File: src/hw/lmref_pkg.sv
// package: constants and types of the local memory reference sequencer
// Functional notes
// - write opcode strobes enter-address with write request
// - read opcode strobes enter-address, write request low
// - operand selected by pointer captured into address
// - operand request waits while fetch request pending
// - acknowledge only when local memory is free
// - gate selects address register, drives accumulator out
// - gate releases operands, accumulator too on write
// - write unit captures accumulator, makes check bits
// - operand request dropped on acknowledge
// - address crosses to address unit in two periods
// - low nibbles, high nibbles, then full address
// - write data and enables after request clears
// - acknowledge retires the pending write instruction
// - read data checked then sent to accumulator
// - read retires and loads accumulator or index
// - fetch requested while load minus read below twelve
// - fetch acknowledge drops request only at twelve
// - fetched parcel checked then given to stack
// - fetch address crosses in two periods too
// - fetch acknowledge sends stack address and write
// - bypass with invalid parcel loads it directly
// - processor and channel requests alternate priority
// - bypass when pointers equal and parcel invalid
package lmref_pkg;
	localparam int ADDR_W = 16;
	localparam int PARCEL_W = 16;
	localparam int HAM_W = 5;
	localparam int CHECK_W = 6;
	localparam int WORD_W = 22;
	localparam int OPC_W = 7;
	localparam int STACK_DEPTH = 32;
	localparam int FETCH_LOW_WATER = 12;
	localparam int IO_SLOT_CYCLES = 3;
	localparam logic [OPC_W-1:0] OPC_READ = 7'h18; // octal 030
	localparam logic [OPC_W-1:0] OPC_WRITE = 7'h1c; // octal 034
	// register port: word offsets on a 4-bit byte address
	localparam int REG_AW = 4;
	localparam logic [REG_AW-1:0] REG_CTRL = 4'h0;
	localparam logic [REG_AW-1:0] REG_STATUS = 4'h4;
	localparam logic [REG_AW-1:0] REG_SEC_CNT = 4'h8;
	localparam logic [REG_AW-1:0] REG_DED_CNT = 4'hc;
	localparam int CTRL_FETCH_EN_BIT = 0;
	localparam int CTRL_CLR_BIT = 1;
	localparam logic CTRL_FETCH_EN_RESET = 1'b1;
	localparam int ST_FETCH_REQ_BIT = 0;
	localparam int ST_MEM_REQ_BIT = 1;
	localparam int ST_NIP_VALID_BIT = 2;
	localparam int ST_SEC_BIT = 3;
	localparam int ST_DED_BIT = 4;
	localparam int ST_BUSY_BIT = 5;
	// one command to the storage arrays
	typedef struct packed {
		logic rd;
		logic [1:0] we;
		logic [ADDR_W-1:0] addr;
		logic [WORD_W-1:0] word;
	} arr_cmd_t;
	typedef enum logic [5:0] {
		S_IDLE = 6'h01,
		S_ADDR1 = 6'h02,
		S_ADDR2 = 6'h04,
		S_ADDR3 = 6'h08,
		S_WAIT = 6'h10,
		S_IO = 6'h20
	} seq_state_t;
	// codeword position of data bit k, skipping power-of-two slots
	function automatic logic [HAM_W-1:0] data_pos(input int k);
		int n;
		logic [HAM_W-1:0] r;
		n = 0;
		r = '0;
		for (int p = 3; p < 22; p++) begin
			if ((p & (p - 1)) != 0) begin
				if (n == k) r = HAM_W'(p);
				n++;
			end
		end
		return r;
	endfunction
endpackage

File: src/hw/secded_encode.sv
// module: check bit generator for one 16-bit parcel
`timescale 1ns/1ns
`default_nettype none
module secded_encode (
	input wire logic [lmref_pkg::PARCEL_W-1:0] data,
	output logic [lmref_pkg::CHECK_W-1:0] check
);
	import lmref_pkg::*;
	logic [HAM_W-1:0] ham;
	logic [HAM_W-1:0] p;
	// hamming bits, then overall parity so double errors show
	always_comb begin
		ham = '0;
		p = '0;
		for (int k = 0; k < PARCEL_W; k++) begin
			p = data_pos(k);
			for (int i = 0; i < HAM_W; i++) begin
				if (p[i]) ham[i] = ham[i] ^ data[k];
			end
		end
		check = {^{data, ham}, ham};
	end
endmodule // secded_encode
`default_nettype wire

File: src/hw/secded_check.sv
// module: error check and single-bit correction of a stored word
`timescale 1ns/1ns
`default_nettype none
module secded_check (
	input wire logic [lmref_pkg::WORD_W-1:0] word,
	output logic [lmref_pkg::PARCEL_W-1:0] data,
	output logic sec,
	output logic ded
);
	import lmref_pkg::*;
	logic [HAM_W-1:0] syn;
	logic [HAM_W-1:0] p;
	logic par;
	// a check-bit hit leaves the data untouched but still counts
	always_comb begin
		syn = word[PARCEL_W +: HAM_W];
		p = '0;
		for (int k = 0; k < PARCEL_W; k++) begin
			p = data_pos(k);
			for (int i = 0; i < HAM_W; i++) begin
				if (p[i]) syn[i] = syn[i] ^ word[k];
			end
		end
		par = ^word;
		sec = par;
		ded = !par && (syn != '0);
		data = word[PARCEL_W-1:0];
		for (int k = 0; k < PARCEL_W; k++) begin
			if (par && syn == data_pos(k)) data[k] = ~data[k];
		end
	end
endmodule // secded_check
`default_nettype wire

File: src/hw/lmref_sequencer.sv
// module: processor local memory reference sequencer and arbiter
`timescale 1ns/1ns
`default_nettype none
module lmref_sequencer #(
	parameter int STACK_DEPTH = lmref_pkg::STACK_DEPTH,
	parameter int LOW_WATER = lmref_pkg::FETCH_LOW_WATER
) (
	input wire logic clock,
	input wire logic rst_n,
	input wire logic instr_valid,
	input wire logic [lmref_pkg::OPC_W-1:0] instr_opcode,
	input wire logic steer_to_index,
	input wire logic [lmref_pkg::ADDR_W-1:0] operand_data,
	input wire logic [lmref_pkg::PARCEL_W-1:0] accumulator_data,
	input wire logic branch_load,
	input wire logic [lmref_pkg::ADDR_W-1:0] branch_addr,
	input wire logic nip_take,
	input wire logic io_req,
	input wire logic [lmref_pkg::WORD_W-1:0] arr_rdata,
	input wire logic arr_rvalid,
	input wire logic [lmref_pkg::REG_AW-1:0] reg_addr,
	input wire logic [31:0] reg_wdata,
	input wire logic reg_write,
	input wire logic reg_read,
	output logic ref_busy_q,
	output logic release_acc_q,
	output logic release_opnd_q,
	output logic retire_write_q,
	output logic retire_read_q,
	output logic acc_load_q,
	output logic load_index_q,
	output logic [lmref_pkg::PARCEL_W-1:0] acc_data_q,
	output logic [lmref_pkg::PARCEL_W-1:0] nip_q,
	output logic nip_valid_q,
	output logic io_ack_q,
	output lmref_pkg::arr_cmd_t arr_cmd_q,
	output logic [31:0] reg_rdata_q
);
	import lmref_pkg::*;
	localparam int SAW = $clog2(STACK_DEPTH);

	// refuse a stack that cannot hold the fetch window plus one
	if (STACK_DEPTH < 4 || LOW_WATER < 1 || LOW_WATER > STACK_DEPTH - 2
		|| (1 << SAW) != STACK_DEPTH) begin : g_bad_params
		$error("lmref_sequencer: unusable stack depth or low water");
	end

	seq_state_t state_q;
	logic enter_memory_address_strobe_q, wr_ref_q, op_pend_q, op_wr_q, steer_q;
	logic mem_req_q, write_req_q, gate_q, fetch_req_q;
	logic ack_q, ack_op_q, prio_io_q, kill_q, bypass_q;
	logic [ADDR_W-1:0] ma_q, fetch_ptr_q, src_q, addr_lat_q;
	logic [7:0] xfer_q;
	logic [PARCEL_W-1:0] wdata_q;
	logic [CHECK_W-1:0] wcheck_q;
	logic [SAW-1:0] load_ptr_q, rd_ptr_q, done_ptr_q, stack_addr_q;
	logic [PARCEL_W-1:0] stack_mem [STACK_DEPTH];
	logic [1:0] io_cnt_q;
	logic fetch_en_q, sec_seen_q, ded_seen_q;
	logic [15:0] sec_cnt_q, ded_cnt_q;

	// decode: only the two memory opcodes start a reference
	wire is_wr = instr_opcode == OPC_WRITE;
	wire is_rd = instr_opcode == OPC_READ;
	wire take_instr = instr_valid && (is_wr || is_rd) && !ref_busy_q;
	wire retire_any = retire_write_q || retire_read_q;

	always_ff @(posedge clock or negedge rst_n) begin
		if (!rst_n) begin
			enter_memory_address_strobe_q <= 1'b0;
			wr_ref_q <= 1'b0;
			ref_busy_q <= 1'b0;
		end else begin
			enter_memory_address_strobe_q <= take_instr;
			wr_ref_q <= take_instr && is_wr;
			ref_busy_q <= take_instr || (ref_busy_q && !retire_any);
		end
	end

	// sequencer: an operand reference defers to a pending fetch
	wire issue = op_pend_q && !fetch_req_q && !mem_req_q;
	wire op_ack = ack_q && ack_op_q;
	wire fetch_ack = ack_q && !ack_op_q;
	wire [SAW-1:0] occupancy = load_ptr_q - rd_ptr_q;
	wire room = occupancy < SAW'(LOW_WATER);
	wire mem_free = state_q == S_IDLE;
	wire cpu_line = mem_req_q || fetch_req_q;
	wire grant_cpu = mem_free && cpu_line && (!io_req || !prio_io_q);
	wire grant_io = mem_free && io_req && (!cpu_line || prio_io_q);
	wire bypass_now = (load_ptr_q == rd_ptr_q) && !nip_valid_q;

	always_ff @(posedge clock or negedge rst_n) begin
		if (!rst_n) begin
			op_pend_q <= 1'b0;
			op_wr_q <= 1'b0;
			steer_q <= 1'b0;
			mem_req_q <= 1'b0;
			write_req_q <= 1'b0;
			gate_q <= 1'b0;
		end else begin
			op_pend_q <= enter_memory_address_strobe_q || (op_pend_q && !issue);
			if (enter_memory_address_strobe_q) op_wr_q <= wr_ref_q;
			if (take_instr) steer_q <= steer_to_index;
			mem_req_q <= issue || (mem_req_q && !op_ack);
			write_req_q <= (issue && op_wr_q) || (write_req_q && !op_ack);
			gate_q <= issue;
		end
	end

	// fetch request stays up while the window is short of full
	always_ff @(posedge clock or negedge rst_n) begin
		if (!rst_n) begin
			fetch_req_q <= 1'b0;
		end else begin
			fetch_req_q <= fetch_en_q && !branch_load
				&& (room || (fetch_req_q && !fetch_ack));
		end
	end

	// arbiter: whoever was served last yields to the other
	always_ff @(posedge clock or negedge rst_n) begin
		if (!rst_n) begin
			ack_q <= 1'b0;
			ack_op_q <= 1'b0;
			io_ack_q <= 1'b0;
			prio_io_q <= 1'b0;
		end else begin
			ack_q <= grant_cpu;
			if (grant_cpu) ack_op_q <= mem_req_q; // kind must last until data returns
			io_ack_q <= grant_io;
			if (grant_cpu) prio_io_q <= 1'b1;
			else if (grant_io) prio_io_q <= 1'b0;
		end
	end

	// register slices: capture address, steer it out in nibble pairs
	always_ff @(posedge clock or negedge rst_n) begin
		if (!rst_n) begin
			ma_q <= '0;
			src_q <= '0;
			xfer_q <= '0;
		end else begin
			if (enter_memory_address_strobe_q) ma_q <= operand_data;
			if (grant_cpu) begin
				src_q <= mem_req_q ? ma_q : fetch_ptr_q;
				xfer_q <= mem_req_q ? {ma_q[11:8], ma_q[3:0]}
					: {fetch_ptr_q[11:8], fetch_ptr_q[3:0]};
			end else if (state_q == S_ADDR1) begin
				xfer_q <= {src_q[15:12], src_q[7:4]};
			end
		end
	end

	// write data unit: the accumulator is driven here on gate
	logic [CHECK_W-1:0] enc_check;
	secded_encode u_encode (
		.data(accumulator_data),
		.check(enc_check)
	);

	always_ff @(posedge clock or negedge rst_n) begin
		if (!rst_n) begin
			wdata_q <= '0;
			wcheck_q <= '0;
			release_opnd_q <= 1'b0;
			release_acc_q <= 1'b0;
			retire_write_q <= 1'b0;
		end else begin
			if (gate_q && write_req_q) begin
				wdata_q <= accumulator_data;
				wcheck_q <= enc_check;
			end
			release_opnd_q <= gate_q;
			release_acc_q <= gate_q && write_req_q;
			retire_write_q <= op_ack && op_wr_q;
		end
	end

	// read side: checked array word, used by reads and fetches
	logic [PARCEL_W-1:0] chk_data;
	logic chk_sec, chk_ded;
	secded_check u_check (
		.word(arr_rdata),
		.data(chk_data),
		.sec(chk_sec),
		.ded(chk_ded)
	);
	wire rd_done = state_q == S_WAIT && arr_rvalid;
	wire stack_wr = rd_done && !ack_op_q && !kill_q;
	wire avail = rd_ptr_q != done_ptr_q;
	wire bypass_fire = stack_wr && bypass_q && !nip_valid_q && !avail;
	wire refill = avail && (!nip_valid_q || nip_take);

	// sequence: two nibble periods, present, then write or wait
	always_ff @(posedge clock or negedge rst_n) begin
		if (!rst_n) begin
			state_q <= S_IDLE;
			addr_lat_q <= '0;
			arr_cmd_q <= '0;
			io_cnt_q <= '0;
		end else begin
			arr_cmd_q.rd <= 1'b0;
			arr_cmd_q.we <= 2'b00;
			case (state_q)
				S_IDLE: begin
					if (grant_cpu) state_q <= S_ADDR1;
					else if (grant_io) begin
						state_q <= S_IO;
						io_cnt_q <= 2'(IO_SLOT_CYCLES - 1);
					end
				end
				S_ADDR1: begin
					addr_lat_q[3:0] <= xfer_q[3:0];
					addr_lat_q[11:8] <= xfer_q[7:4];
					state_q <= S_ADDR2;
				end
				S_ADDR2: begin
					addr_lat_q[7:4] <= xfer_q[3:0];
					addr_lat_q[15:12] <= xfer_q[7:4];
					state_q <= S_ADDR3;
				end
				S_ADDR3: begin
					arr_cmd_q.addr <= addr_lat_q;
					if (ack_op_q && op_wr_q) begin
						arr_cmd_q.word <= {wcheck_q, wdata_q};
						arr_cmd_q.we <= 2'b11;
						state_q <= S_IDLE;
					end else begin
						arr_cmd_q.rd <= 1'b1;
						state_q <= S_WAIT;
					end
				end
				S_WAIT: begin
					if (arr_rvalid) state_q <= S_IDLE;
				end
				S_IO: begin
					if (io_cnt_q == 2'h0) state_q <= S_IDLE;
					else io_cnt_q <= io_cnt_q - 2'h1;
				end
				default: state_q <= S_IDLE;
			endcase
		end
	end

	// read return: corrected parcel to accumulator or index
	always_ff @(posedge clock or negedge rst_n) begin
		if (!rst_n) begin
			acc_load_q <= 1'b0;
			load_index_q <= 1'b0;
			retire_read_q <= 1'b0;
			acc_data_q <= '0;
		end else begin
			acc_load_q <= rd_done && ack_op_q;
			retire_read_q <= rd_done && ack_op_q;
			if (rd_done && ack_op_q) begin
				acc_data_q <= chk_data;
				load_index_q <= steer_q;
			end
		end
	end

	// instruction stack: slot reserved at acknowledge, filled later
	always_ff @(posedge clock or negedge rst_n) begin
		if (!rst_n) begin
			fetch_ptr_q <= '0;
			load_ptr_q <= '0;
			done_ptr_q <= '0;
			rd_ptr_q <= '0;
			stack_addr_q <= '0;
			bypass_q <= 1'b0;
			kill_q <= 1'b0;
			nip_q <= '0;
			nip_valid_q <= 1'b0;
		end else if (branch_load) begin
			fetch_ptr_q <= branch_addr;
			load_ptr_q <= '0;
			done_ptr_q <= '0;
			rd_ptr_q <= '0;
			kill_q <= 1'b1; // a fetch in flight is now stale
			nip_valid_q <= 1'b0;
		end else begin
			if (grant_cpu) kill_q <= 1'b0;
			if (fetch_ack && !kill_q) begin
				stack_addr_q <= load_ptr_q;
				load_ptr_q <= load_ptr_q + 1'b1;
				fetch_ptr_q <= fetch_ptr_q + 1'b1;
				bypass_q <= bypass_now;
			end
			if (stack_wr) done_ptr_q <= done_ptr_q + 1'b1;
			if (bypass_fire) begin
				nip_q <= chk_data;
				nip_valid_q <= 1'b1;
				rd_ptr_q <= rd_ptr_q + 1'b1;
			end else if (refill) begin
				nip_q <= stack_mem[rd_ptr_q];
				nip_valid_q <= 1'b1;
				rd_ptr_q <= rd_ptr_q + 1'b1;
			end else if (nip_take) begin
				nip_valid_q <= 1'b0;
			end
		end
	end

	// stack array has no reset; the pointers say what is valid
	always_ff @(posedge clock) begin
		if (stack_wr) stack_mem[stack_addr_q] <= chk_data;
	end

	// software port: fetch enable, sticky error flags, counters
	wire ctrl_wr = reg_write && reg_addr == REG_CTRL;
	wire clr = ctrl_wr && reg_wdata[CTRL_CLR_BIT];
	wire sec_ev = rd_done && chk_sec;
	wire ded_ev = rd_done && chk_ded;
	wire [31:0] status_word = {26'h0, state_q != S_IDLE, ded_seen_q,
		sec_seen_q, nip_valid_q, mem_req_q, fetch_req_q};
	logic [31:0] rd_mux;
	always_comb begin
		if (reg_addr == REG_CTRL) rd_mux = {31'h0, fetch_en_q};
		else if (reg_addr == REG_STATUS) rd_mux = status_word;
		else if (reg_addr == REG_SEC_CNT) rd_mux = {16'h0, sec_cnt_q};
		else if (reg_addr == REG_DED_CNT) rd_mux = {16'h0, ded_cnt_q};
		else rd_mux = 32'h0;
	end

	// an error in the clearing cycle survives the clear
	always_ff @(posedge clock or negedge rst_n) begin
		if (!rst_n) begin
			fetch_en_q <= CTRL_FETCH_EN_RESET;
			sec_seen_q <= 1'b0;
			ded_seen_q <= 1'b0;
			sec_cnt_q <= '0;
			ded_cnt_q <= '0;
			reg_rdata_q <= '0;
		end else begin
			if (ctrl_wr) fetch_en_q <= reg_wdata[CTRL_FETCH_EN_BIT];
			sec_seen_q <= sec_ev || (sec_seen_q && !clr);
			ded_seen_q <= ded_ev || (ded_seen_q && !clr);
			if (sec_ev) sec_cnt_q <= (clr ? 16'h0 : sec_cnt_q) + 16'h1;
			else if (clr) sec_cnt_q <= '0;
			if (ded_ev) ded_cnt_q <= (clr ? 16'h0 : ded_cnt_q) + 16'h1;
			else if (clr) ded_cnt_q <= '0;
			reg_rdata_q <= reg_read ? rd_mux : 32'h0;
		end
	end

	// checks kept beside the logic they watch
	a_gate_after_fetch: assert property (
		@(posedge clock) disable iff (!rst_n)
		$rose(mem_req_q) |-> gate_q && !$past(fetch_req_q))
		else $error("operand request raised over a pending fetch");

	a_req_held: assert property (
		@(posedge clock) disable iff (!rst_n)
		mem_req_q && !op_ack |=> mem_req_q)
		else $error("operand request dropped before acknowledge");

	a_ack_drops_req: assert property (
		@(posedge clock) disable iff (!rst_n)
		op_ack |=> !mem_req_q && !write_req_q)
		else $error("operand request not dropped after acknowledge");

	a_addr_third: assert property (
		@(posedge clock) disable iff (!rst_n)
		ack_q ##2 1'b1 |=> (arr_cmd_q.rd || arr_cmd_q.we != 2'b00)
			&& arr_cmd_q.addr == $past(src_q, 2))
		else $error("address not presented in the third period");

	a_we_after_clear: assert property (
		@(posedge clock) disable iff (!rst_n)
		arr_cmd_q.we != 2'b00 |-> !write_req_q
			&& arr_cmd_q.word[PARCEL_W-1:0] == wdata_q)
		else $error("write enables while write request still up");

	a_retire_write: assert property (
		@(posedge clock) disable iff (!rst_n)
		op_ack && op_wr_q |=> retire_write_q ##1 !retire_write_q)
		else $error("write not retired once on acknowledge");

	a_release_kind: assert property (
		@(posedge clock) disable iff (!rst_n)
		gate_q |=> release_opnd_q && release_acc_q == $past(write_req_q))
		else $error("wrong registers released on gate");

	a_fetch_low: assert property (
		@(posedge clock) disable iff (!rst_n)
		room && fetch_en_q && !branch_load |=> fetch_req_q)
		else $error("fetch not requested with short window");

	a_prio_swap: assert property (
		@(posedge clock) disable iff (!rst_n)
		grant_io |=> !prio_io_q ##[1:8] !io_req || !cpu_line || !grant_io)
		else $error("channel served twice over a waiting processor");

	a_read_return: assert property (
		@(posedge clock) disable iff (!rst_n)
		rd_done && ack_op_q |=> acc_load_q && acc_data_q == $past(chk_data))
		else $error("read data not forwarded after check");
endmodule // lmref_sequencer
`default_nettype wire

File: config.mk
export PLATFORM = sky130hd
export DESIGN_NAME = lmref_sequencer
export DESIGN_NICKNAME = d
export VERILOG_FILES = /design/src/hw/lmref_pkg.sv /design/src/hw/secded_encode.sv /design/src/hw/secded_check.sv /design/src/hw/lmref_sequencer.sv
export SDC_FILE = /design/constraint.sdc
export NUM_CORES = 1
export LEC_CHECK = 0
export BUFFER_PORTS_ARGS = -buffer_cell sky130_fd_sc_hd__buf_2
export CAP_MARGIN = 10
export CORE_MARGIN = 1
export CORE_UTILIZATION = 40
export DETAILED_ROUTE_END_ITERATION = 10
export GPL_TIMING_DRIVEN = 0
export PLACE_DENSITY = 0.59
export SLEW_MARGIN = 20
export SYNTH_ARGS = -nofsm -noshare
export SYNTH_HDL_FRONTEND = slang
export SYNTH_HIERARCHICAL = 1
export SYNTH_SLANG_ARGS = --single-unit
File: constraint.sdc
create_clock -name clock -period 3.42 [get_ports clock]
set_input_delay 0 -clock clock [delete_from_list [all_inputs] [get_ports clock]]
set_output_delay 0 -clock clock [all_outputs]
set_load 0.02 [all_outputs]
==> out/metrics.csv, run 1 <==
stage;metric;value;unit
power_and_ir_drop;Leak;0.01485;uW
logic_synthesis;Synth area leaders;edfxtp_1 (48%), dfrtp_1 (20%), mux4_2 (11%);
placement;Area after DPL;0.03549;mm2
routing;vias per inst;5.343;
global_routing;first-pass GRT wire length;120900;um
global_routing;largest net degree at the start of global routing;99;
routing;Final ANT Viol Nets;0;
power_and_ir_drop;Pwr per Cell Area;597.7;mW/mm2
sta;final setup TNS;0;ps
global_routing;GRT Overall Usage;0.1988;
layout;Fillers;6634;
layout;antenna cells;0;
min_path;worst hold path class;input pin to async pin;
layout;fraction of layout cells with a size suffix above 1;0.3021;
logic_synthesis;Mapped Cells;1954;
sta;Achievable Freq;298.6;MHz
setup_path;crit path max fanout;9;
setup_path;Setup crit start;state_q[3];
setup_path;Largest delay share family, worst path;simple AND/OR/NAND/NOR gates;
clock_tree;clock transition at the registers of the reported paths;60;ps
floorplan;Starting Density;0.4056;
sta;Setup Viol. Count Final;0;
clock_tree;clk sinks;771;
logic_synthesis;EDFF count, synth;512;
setup_path;Worst setup SP type;flip-flop;
setup_path;max incr delay on CP;770;ps
routing;final WL;80850;um
clock_tree;Clock Tree Root;clkbuf_16;
sta;unrepaired setup endpoints after global routing;true;
layout;Layout area overhead;21.99;%
outcome;failing checks;negative hold slack;
layout;Multi-input gate area;0.01021;mm2
setup_path;WP buf/inv;3;
logic_synthesis;post-synthesis register bit count;771;
logic_synthesis;share of the synthesized area in the top cell type;0.4782;
clock_tree;Num CTS Buffers;81;
sta;Hold Slack;-0.3018;ps
clock_tree;CTS tree;yes;
logic_synthesis;Async S/R FF share, synth;0.3359;
global_routing;antenna violations before repair;1;
layout;final non-filler cell area;0.03922;mm2
logic_synthesis;synthesized cell area;0.03215;mm2
layout;register area;0.02186;mm2
logic_synthesis;Synth area leader;edfxtp_1;
routing;Iteration-0 DRC Markers;1414;
logic_synthesis;list of most frequent post-synthesis cells;edfxtp_1 (512), dfrtp_1 (257), nand2_1 (161);
logic_synthesis;count leader, synth;edfxtp_1;
outcome;status;finished with violations;
global_routing;vias in the first global route;19280;
run;Max-Cap Viols;0;
clock_tree;H-Tree Depth;3;
sta;Final Hold Vio Count;1;
placement;dpl ws;-942.4;ps
setup_path;reg2reg end;stack_mem[31][4];
power_and_ir_drop;maximum vdd ir drop;0.3927;mV
routing;DRC Markers;0;
setup_path;kind of critical path;flip-flop to flip-flop;
placement;GP Congestion;0.8654;
clock_tree;Clock Tree Buf Depth;3;
sta;Tcrit/Tclk final;0.9792;
layout;final net count;2506;
power_and_ir_drop;Design Power;23440;uW
logic_synthesis;Ys Warns;6;
routing;via count;18620;
placement;dpl hpwl;55620;um
floorplan;Ports;237;
logic_synthesis;ys flop type;edfxtp_1;
placement;IO buf count;186;
floorplan;core footprint;0.07926;mm2
routing;drt pass-1 iters;5;
floorplan;row count;103;
sta;final-report max-slew violation count;0;
sta;Slew @ Worst Pin;968.4;ps
sta;min setup slack post-route;71.22;ps
logic_synthesis;Post-Syn Area per Cell;16.45;um2
logic_synthesis;Yosys cell types;76;
setup_path;critical path, cell by cell;clkbuf_1 -> nor4_4 -> and3_4 -> buf_2 -> nand3_1 -> nor2_2 -> buf_8;
floorplan;Die Height;285.5;um
logic_synthesis;sequential fraction of the synthesis area;0.6799;
sta;Period minus WS final;3349;ps
global_routing;grt ovf;0;
sta;Fin Clk Skew;30.76;ps
setup_path;WP data required;3730;ps
setup_path;slowest stage cell, crit path;nor2_2;
setup_path;r2r worst-path depth;7;
setup_path;Crit Reg-Reg Startpoint;state_q[3];
clock_tree;worst-skew pair later-pin latency;630;ps
floorplan;width of the die;285.5;um
sta;Relative slew margins;0.3528;
setup_path;FF-to-FF setup slack;70;ps
setup_path;CP endpoint kind;flip-flop;
floorplan;die area;0.08151;mm2
routing;drt wl/cell;23.19;um
setup_path;WP data arrival;3660;ps
## routing by layer
layer,share of wire,track usage,up-vias
met5,0,0,-
met4,0.025,0.05869,0
met3,0.060,0.03509,129
met2,0.50,0.3307,626
met1,0.42,0.2675,9628
li1,-,-,8241
## timing repair
action                                  4_1_cts  5_1_grt
resized for setup                             4       13
hold buffers                                 82        0
endpoints found under the setup margin      111      224
buffers inserted                              8       10
hold endpoints to repair                    306        0
pin swaps                                     2        9
## logic make-up (layout without fill, tap and decap cells)
logic type	count (synthesis)	count (layout)	synth area share
buffers and inverters	133	600	0.01930
AND/OR/NAND/NOR	445	445	0.06609
flip-flops	771	771	0.6799
other	1	16	0.0001166
AO/OA/AOI/OAI	168	168	0.03250
XOR/XNOR	136	136	0.04410
multiplexers	289	289	0.1537
adder cells (fa/ha/maj)	11	11	0.004281
## metrics by stage
step	instances	utilization
floorplan	1969	-
global placement	3205	0.4347
detailed placement	3240	0.4478
CTS	3477	0.4921
global route	3486	0.4948
finish	3486	0.4948
## sequential cells by signal, summed over array words and instances (netlist names), 6 cells and up
| name | cells |
|---|---|
| acc_data_q | 16 |
| ma_q | 16 |
| stack_mem | 512 |
| src_q | 8 |
| wdata_q | 16 |
| addr_lat_q | 16 |
| nip_q | 16 |
| arr_cmd_q | 40 |
| fetch_ptr_q | 16 |
| wcheck_q | 6 |
| ded_cnt_q | 16 |
| sec_cnt_q | 16 |
| state_q | 6 |
| reg_rdata_q | 16 |
| xfer_q | 8 |
## placed cells by master (no fill, tap or decap), types with 9 or more instances in the layout
cell and instances:
edfxtp_1 512, dfrtp_1 256, buf_2 202, nand2_1 160, mux4_2 152, mux2_2 111
nor2_1 83, clkbuf_16 83, dlygate4sd3_1 82, clkbuf_1 76, xnor2_1 55, o21ai_0 51
xor2_1 47, a21oi_1 38, nand3_1 37, buf_4 32, nor2_4 27, inv_1 26
mux2i_1 24, nor3_1 20, conb_1 16, nand4_1 15, buf_8 14, and3_1 13
buf_6 12, buf_1 12, nor2b_1 12, nand3b_1 11, ha_1 11, buf_16 11
nor4_1 10, a22oi_1 10, clkinv_2 10, buf_12 10, xor2_4 10, and2_1 9
clkinv_1 9, or3_1 9, a31oi_1 9, xnor2_2 9
## report_power, final
part           switching, uW  internal, uW
sequential               364         10600
clock                   3620          4900
combinational           2230          1740
## cell type report
type,count,area share
buffer,103,0.01302
clock buffer,120,0.05854
clock inverter,27,0.006955
inverter,29,0.002776
multi-input combinational,1065,0.2604
sequential,771,0.5574
tap,1050,0.03350
timing repair buffer,321,0.06741
## worst max-delay path by stage
stage                         to  slack [ps]  cells after the start
6_report        stack_mem[31][4]          70                      7
5_1_grt         stack_mem[31][4]        -100                      7
4_1_cts        stack_mem[24][11]        -160                      7
3_5_place_dp       ded_cnt_q[13]        -940                     12
3_3_place_gp            nip_q[5]       -2430                      1
2_1_floorplan       sec_cnt_q[9]         390                     13
## worst register-to-register path: stages (launching register included)
cell and delay (ps):
dfrtp_1 360, clkbuf_1 190, nor4_4 400, and3_4 280, buf_2 200, nand3_1 590
nor2_2 770, buf_8 240
Power figures use the tool's default switching activity.
==> inputs of run 2 (changes only) <==
--- a/config.mk
+++ b/config.mk
@@ -5,13 +5,14 @@
 export SDC_FILE = /design/constraint.sdc
 export NUM_CORES = 1
 export LEC_CHECK = 0
-export BUFFER_PORTS_ARGS = -buffer_cell sky130_fd_sc_hd__buf_2
+export BUFFER_PORTS_ARGS = -buffer_cell sky130_fd_sc_hd__buf_4
 export CAP_MARGIN = 10
 export CORE_MARGIN = 1
 export CORE_UTILIZATION = 40
+export CTS_BUF_LIST = sky130_fd_sc_hd__clkbuf_4 sky130_fd_sc_hd__clkbuf_8 sky130_fd_sc_hd__clkbuf_16
 export DETAILED_ROUTE_END_ITERATION = 10
 export GPL_TIMING_DRIVEN = 0
-export PLACE_DENSITY = 0.59
+export PLACE_DENSITY = 0.6
 export SLEW_MARGIN = 20
 export SYNTH_ARGS = -nofsm -noshare
 export SYNTH_HDL_FRONTEND = slang
==> out/metrics.csv, run 2 (synthesized netlist as in run 1, its figures left out) <==
stage;metric;value;unit;change
clock_tree;clk sinks;771;;unchanged
floorplan;die area;0.08151;mm2;unchanged
setup_path;CP endpoint kind;flip-flop;;
setup_path;Worst setup SP type;flip-flop;;
placement;Area after DPL;0.03595;mm2;+1.3%
sta;Setup Viol. Count Final;0;;unchanged
outcome;status;completed;;
setup_path;Critical Path End;stack_mem[28][8];;
routing;final WL;82220;um;+1.7%
layout;antenna cells;0;;unchanged
floorplan;Die Height;285.5;um;unchanged
setup_path;max incr delay on CP;700;ps;-70 ps
setup_path;FF-to-FF setup slack;90;ps;+20 ps
clock_tree;clock transition at the registers of the reported paths;60;ps;about the same
sta;Period minus WS final;3326;ps;-22.75 ps
layout;final cell count without fillers;3493;;+0.20%
layout;Layout area overhead;24.55;%;
sta;unrepaired setup endpoints after global routing;true;;
placement;dpl hpwl;55440;um;-0.33%
layout;fraction of layout cells with a size suffix above 1;0.3185;;+0.01633
setup_path;r2r worst-path depth;6;;-1
global_routing;antenna violations before repair;0;;-1
clock_tree;worst-skew pair later-pin latency;630;ps;about the same
floorplan;row count;103;;unchanged
sta;Fin Clk Skew;36.10;ps;+5.347 ps
layout;most common cell after layout, fill and taps aside;edfxtp_1;;
routing;drt pass-1 iters;5;;unchanged
sta;final setup TNS;0;ps;unchanged
clock_tree;Num CTS Buffers;82;;+1.2%
routing;Final ANT Viol Nets;0;;unchanged
clock_tree;H-Tree Depth;3;;unchanged
global_routing;grt ovf;0;;unchanged
layout;largest register by flop count;stack_mem;;
placement;IO buf count;186;;unchanged
power_and_ir_drop;Leak;0.01516;uW;+2.1%
layout;most frequent cells in the layout;edfxtp_1 (512), dfrtp_1 (257), buf_4 (218);;
routing;vias per inst;5.349;;+0.13%
power_and_ir_drop;maximum vdd ir drop;0.4342;mV;+11%
sta;Final Hold Vio Count;0;;-1
routing;DRC Markers;0;;unchanged
layout;Fillers;6508;;-1.9%
global_routing;first-pass GRT wire length;123900;um;+2.5%
sta;Tcrit/Tclk final;0.9725;;-0.006652
floorplan;Starting Density;0.4056;;unchanged
setup_path;WP buf/inv;1;;-2
setup_path;Setup crit start;state_q[1];;
setup_path;WP depth;6;;-1
setup_path;crit path max fanout;10;;+1
layout;Largest register FFs;512;;unchanged
setup_path;slowest stage cell, crit path;or4_2;;
global_routing;GRT Overall Usage;0.2032;;+0.004492
clock_tree;Clock Tree Buf Depth;3;;unchanged
setup_path;Crit Reg-Reg Startpoint;state_q[1];;
run;Max-Cap Viols;0;;unchanged
setup_path;WP data required;3730;ps;about the same
floorplan;Ports;237;;unchanged
placement;dpl ws;-893.5;ps;+48.86 ps
power_and_ir_drop;Pwr per Cell Area;604.4;mW/mm2;+1.1%
layout;Top Registers;stack_mem (512), arr_cmd_q (40);;
min_path;worst hold path class;input pin to flip-flop;;
layout;final non-filler cell area;0.04004;mm2;+2.1%
routing;via count;18690;;+0.33%
placement;GP Congestion;0.8643;;-0.13%
setup_path;WP data arrival;3640;ps;-20 ps
setup_path;kind of critical path;flip-flop to flip-flop;;
sta;Hold Slack;36.52;ps;+36.82 ps
routing;Iteration-0 DRC Markers;1587;;+12%
sta;Slew @ Worst Pin;966.5;ps;-1.915 ps
clock_tree;CTS tree;yes;;
floorplan;core footprint;0.07926;mm2;unchanged
global_routing;vias in the first global route;19650;;+1.9%
sta;min setup slack post-route;93.97;ps;+22.75 ps
setup_path;Largest delay share family, worst path;simple AND/OR/NAND/NOR gates;;
clock_tree;Clock Tree Root;clkbuf_16;;
global_routing;largest net degree at the start of global routing;86;;-13%
sta;Relative slew margins;0.3557;;+0.002840
sta;final-report max-slew violation count;0;;unchanged
routing;drt wl/cell;23.54;um;+1.5%
layout;final net count;2511;;+0.20%
setup_path;critical path, cell by cell;or4_2 -> nor2_1 -> nand2_1 -> or3_2 -> nor2_4 -> buf_8;;
floorplan;width of the die;285.5;um;unchanged
placement;Post-Place Cells;3239;;-0.031%
sta;Achievable Freq;300.7;MHz;+0.68%
setup_path;reg2reg end;stack_mem[28][8];;
## run 2: cell count changes in the layout (fill, tap and decap cells not counted), sizes merged
cell      before  now
bufinv         3    7
buf          293  296
clkinvlp       3    1
clkbuf       169  170
clkinv        23   24
## run 2: timing repair
action,4_1_cts,5_1_grt
gates resized for setup,6,11
setup endpoints to repair,220,122
setup buffers,17,5
hold buffers,83,0
pin swaps,9,8
cloned,0,0
endpoints found under the hold margin,553,0
## run 2: report_power, final
part | leakage [uW] | switching, uW | internal (uW)
registers | 0.00802 | 367 | 10600
clock network | 0.00143 | 3660 | 5550
logic | 0.00571 | 2210 | 1830
## run 2: stage by stage
| stage | utilization | power, uW |
|---|---|---|
| after floorplan | - | 13570 |
| after global routing | 0.5052 | 25120 |
| after CTS | 0.5037 | 24420 |
| after global placement | 0.4405 | 14860 |
| after detailed placement | 0.4536 | 15120 |
| final | 0.5052 | 24200 |
## run 2: routing by layer
layer | up-vias | global-route usage | wire length (um)
li1 | 8261 | - | -
met3 | 116 | 0.02982 | 4448
met1 | 9744 | 0.2687 | 34090
met2 | 564 | 0.3530 | 42160
met5 | - | 0 | 0
met4 | 0 | 0.04973 | 1517
## run 2: area by class of cell
type | instances | area (um2) | area share
Inverter | 29 | 108.9 | 0.002719
Buffer | 103 | 515.5 | 0.01287
Timing Repair Buffer | 325 | 3182 | 0.07947
Clock inverter | 30 | 394.1 | 0.009843
Multi-Input combinational cell | 1065 | 10210 | 0.2549
Tap cell | 1050 | 1314 | 0.03281
Sequential cell | 771 | 21860 | 0.5459
Clock buffer | 120 | 2460 | 0.06144
## run 2: worst min-delay path: stages
cell and delay [ps]:
buf_4 120, clkbuf_1 210, a21oi_1 180, nor4_1 70
## run 2: worst min path at each step
stage,from,end,slack [ps],cells past startpoint
global route,reg_addr[3],reg_rdata_q[2],70,4
detailed placement,rst_n,reg_rdata_q[11],-70,1
floorplan,rst_n,acc_data_q[0],-300,0
CTS,reg_addr[3],reg_rdata_q[3],7,4
global placement,arr_rvalid,state_q[4],210,2
finish,reg_addr[3],reg_rdata_q[3],40,4
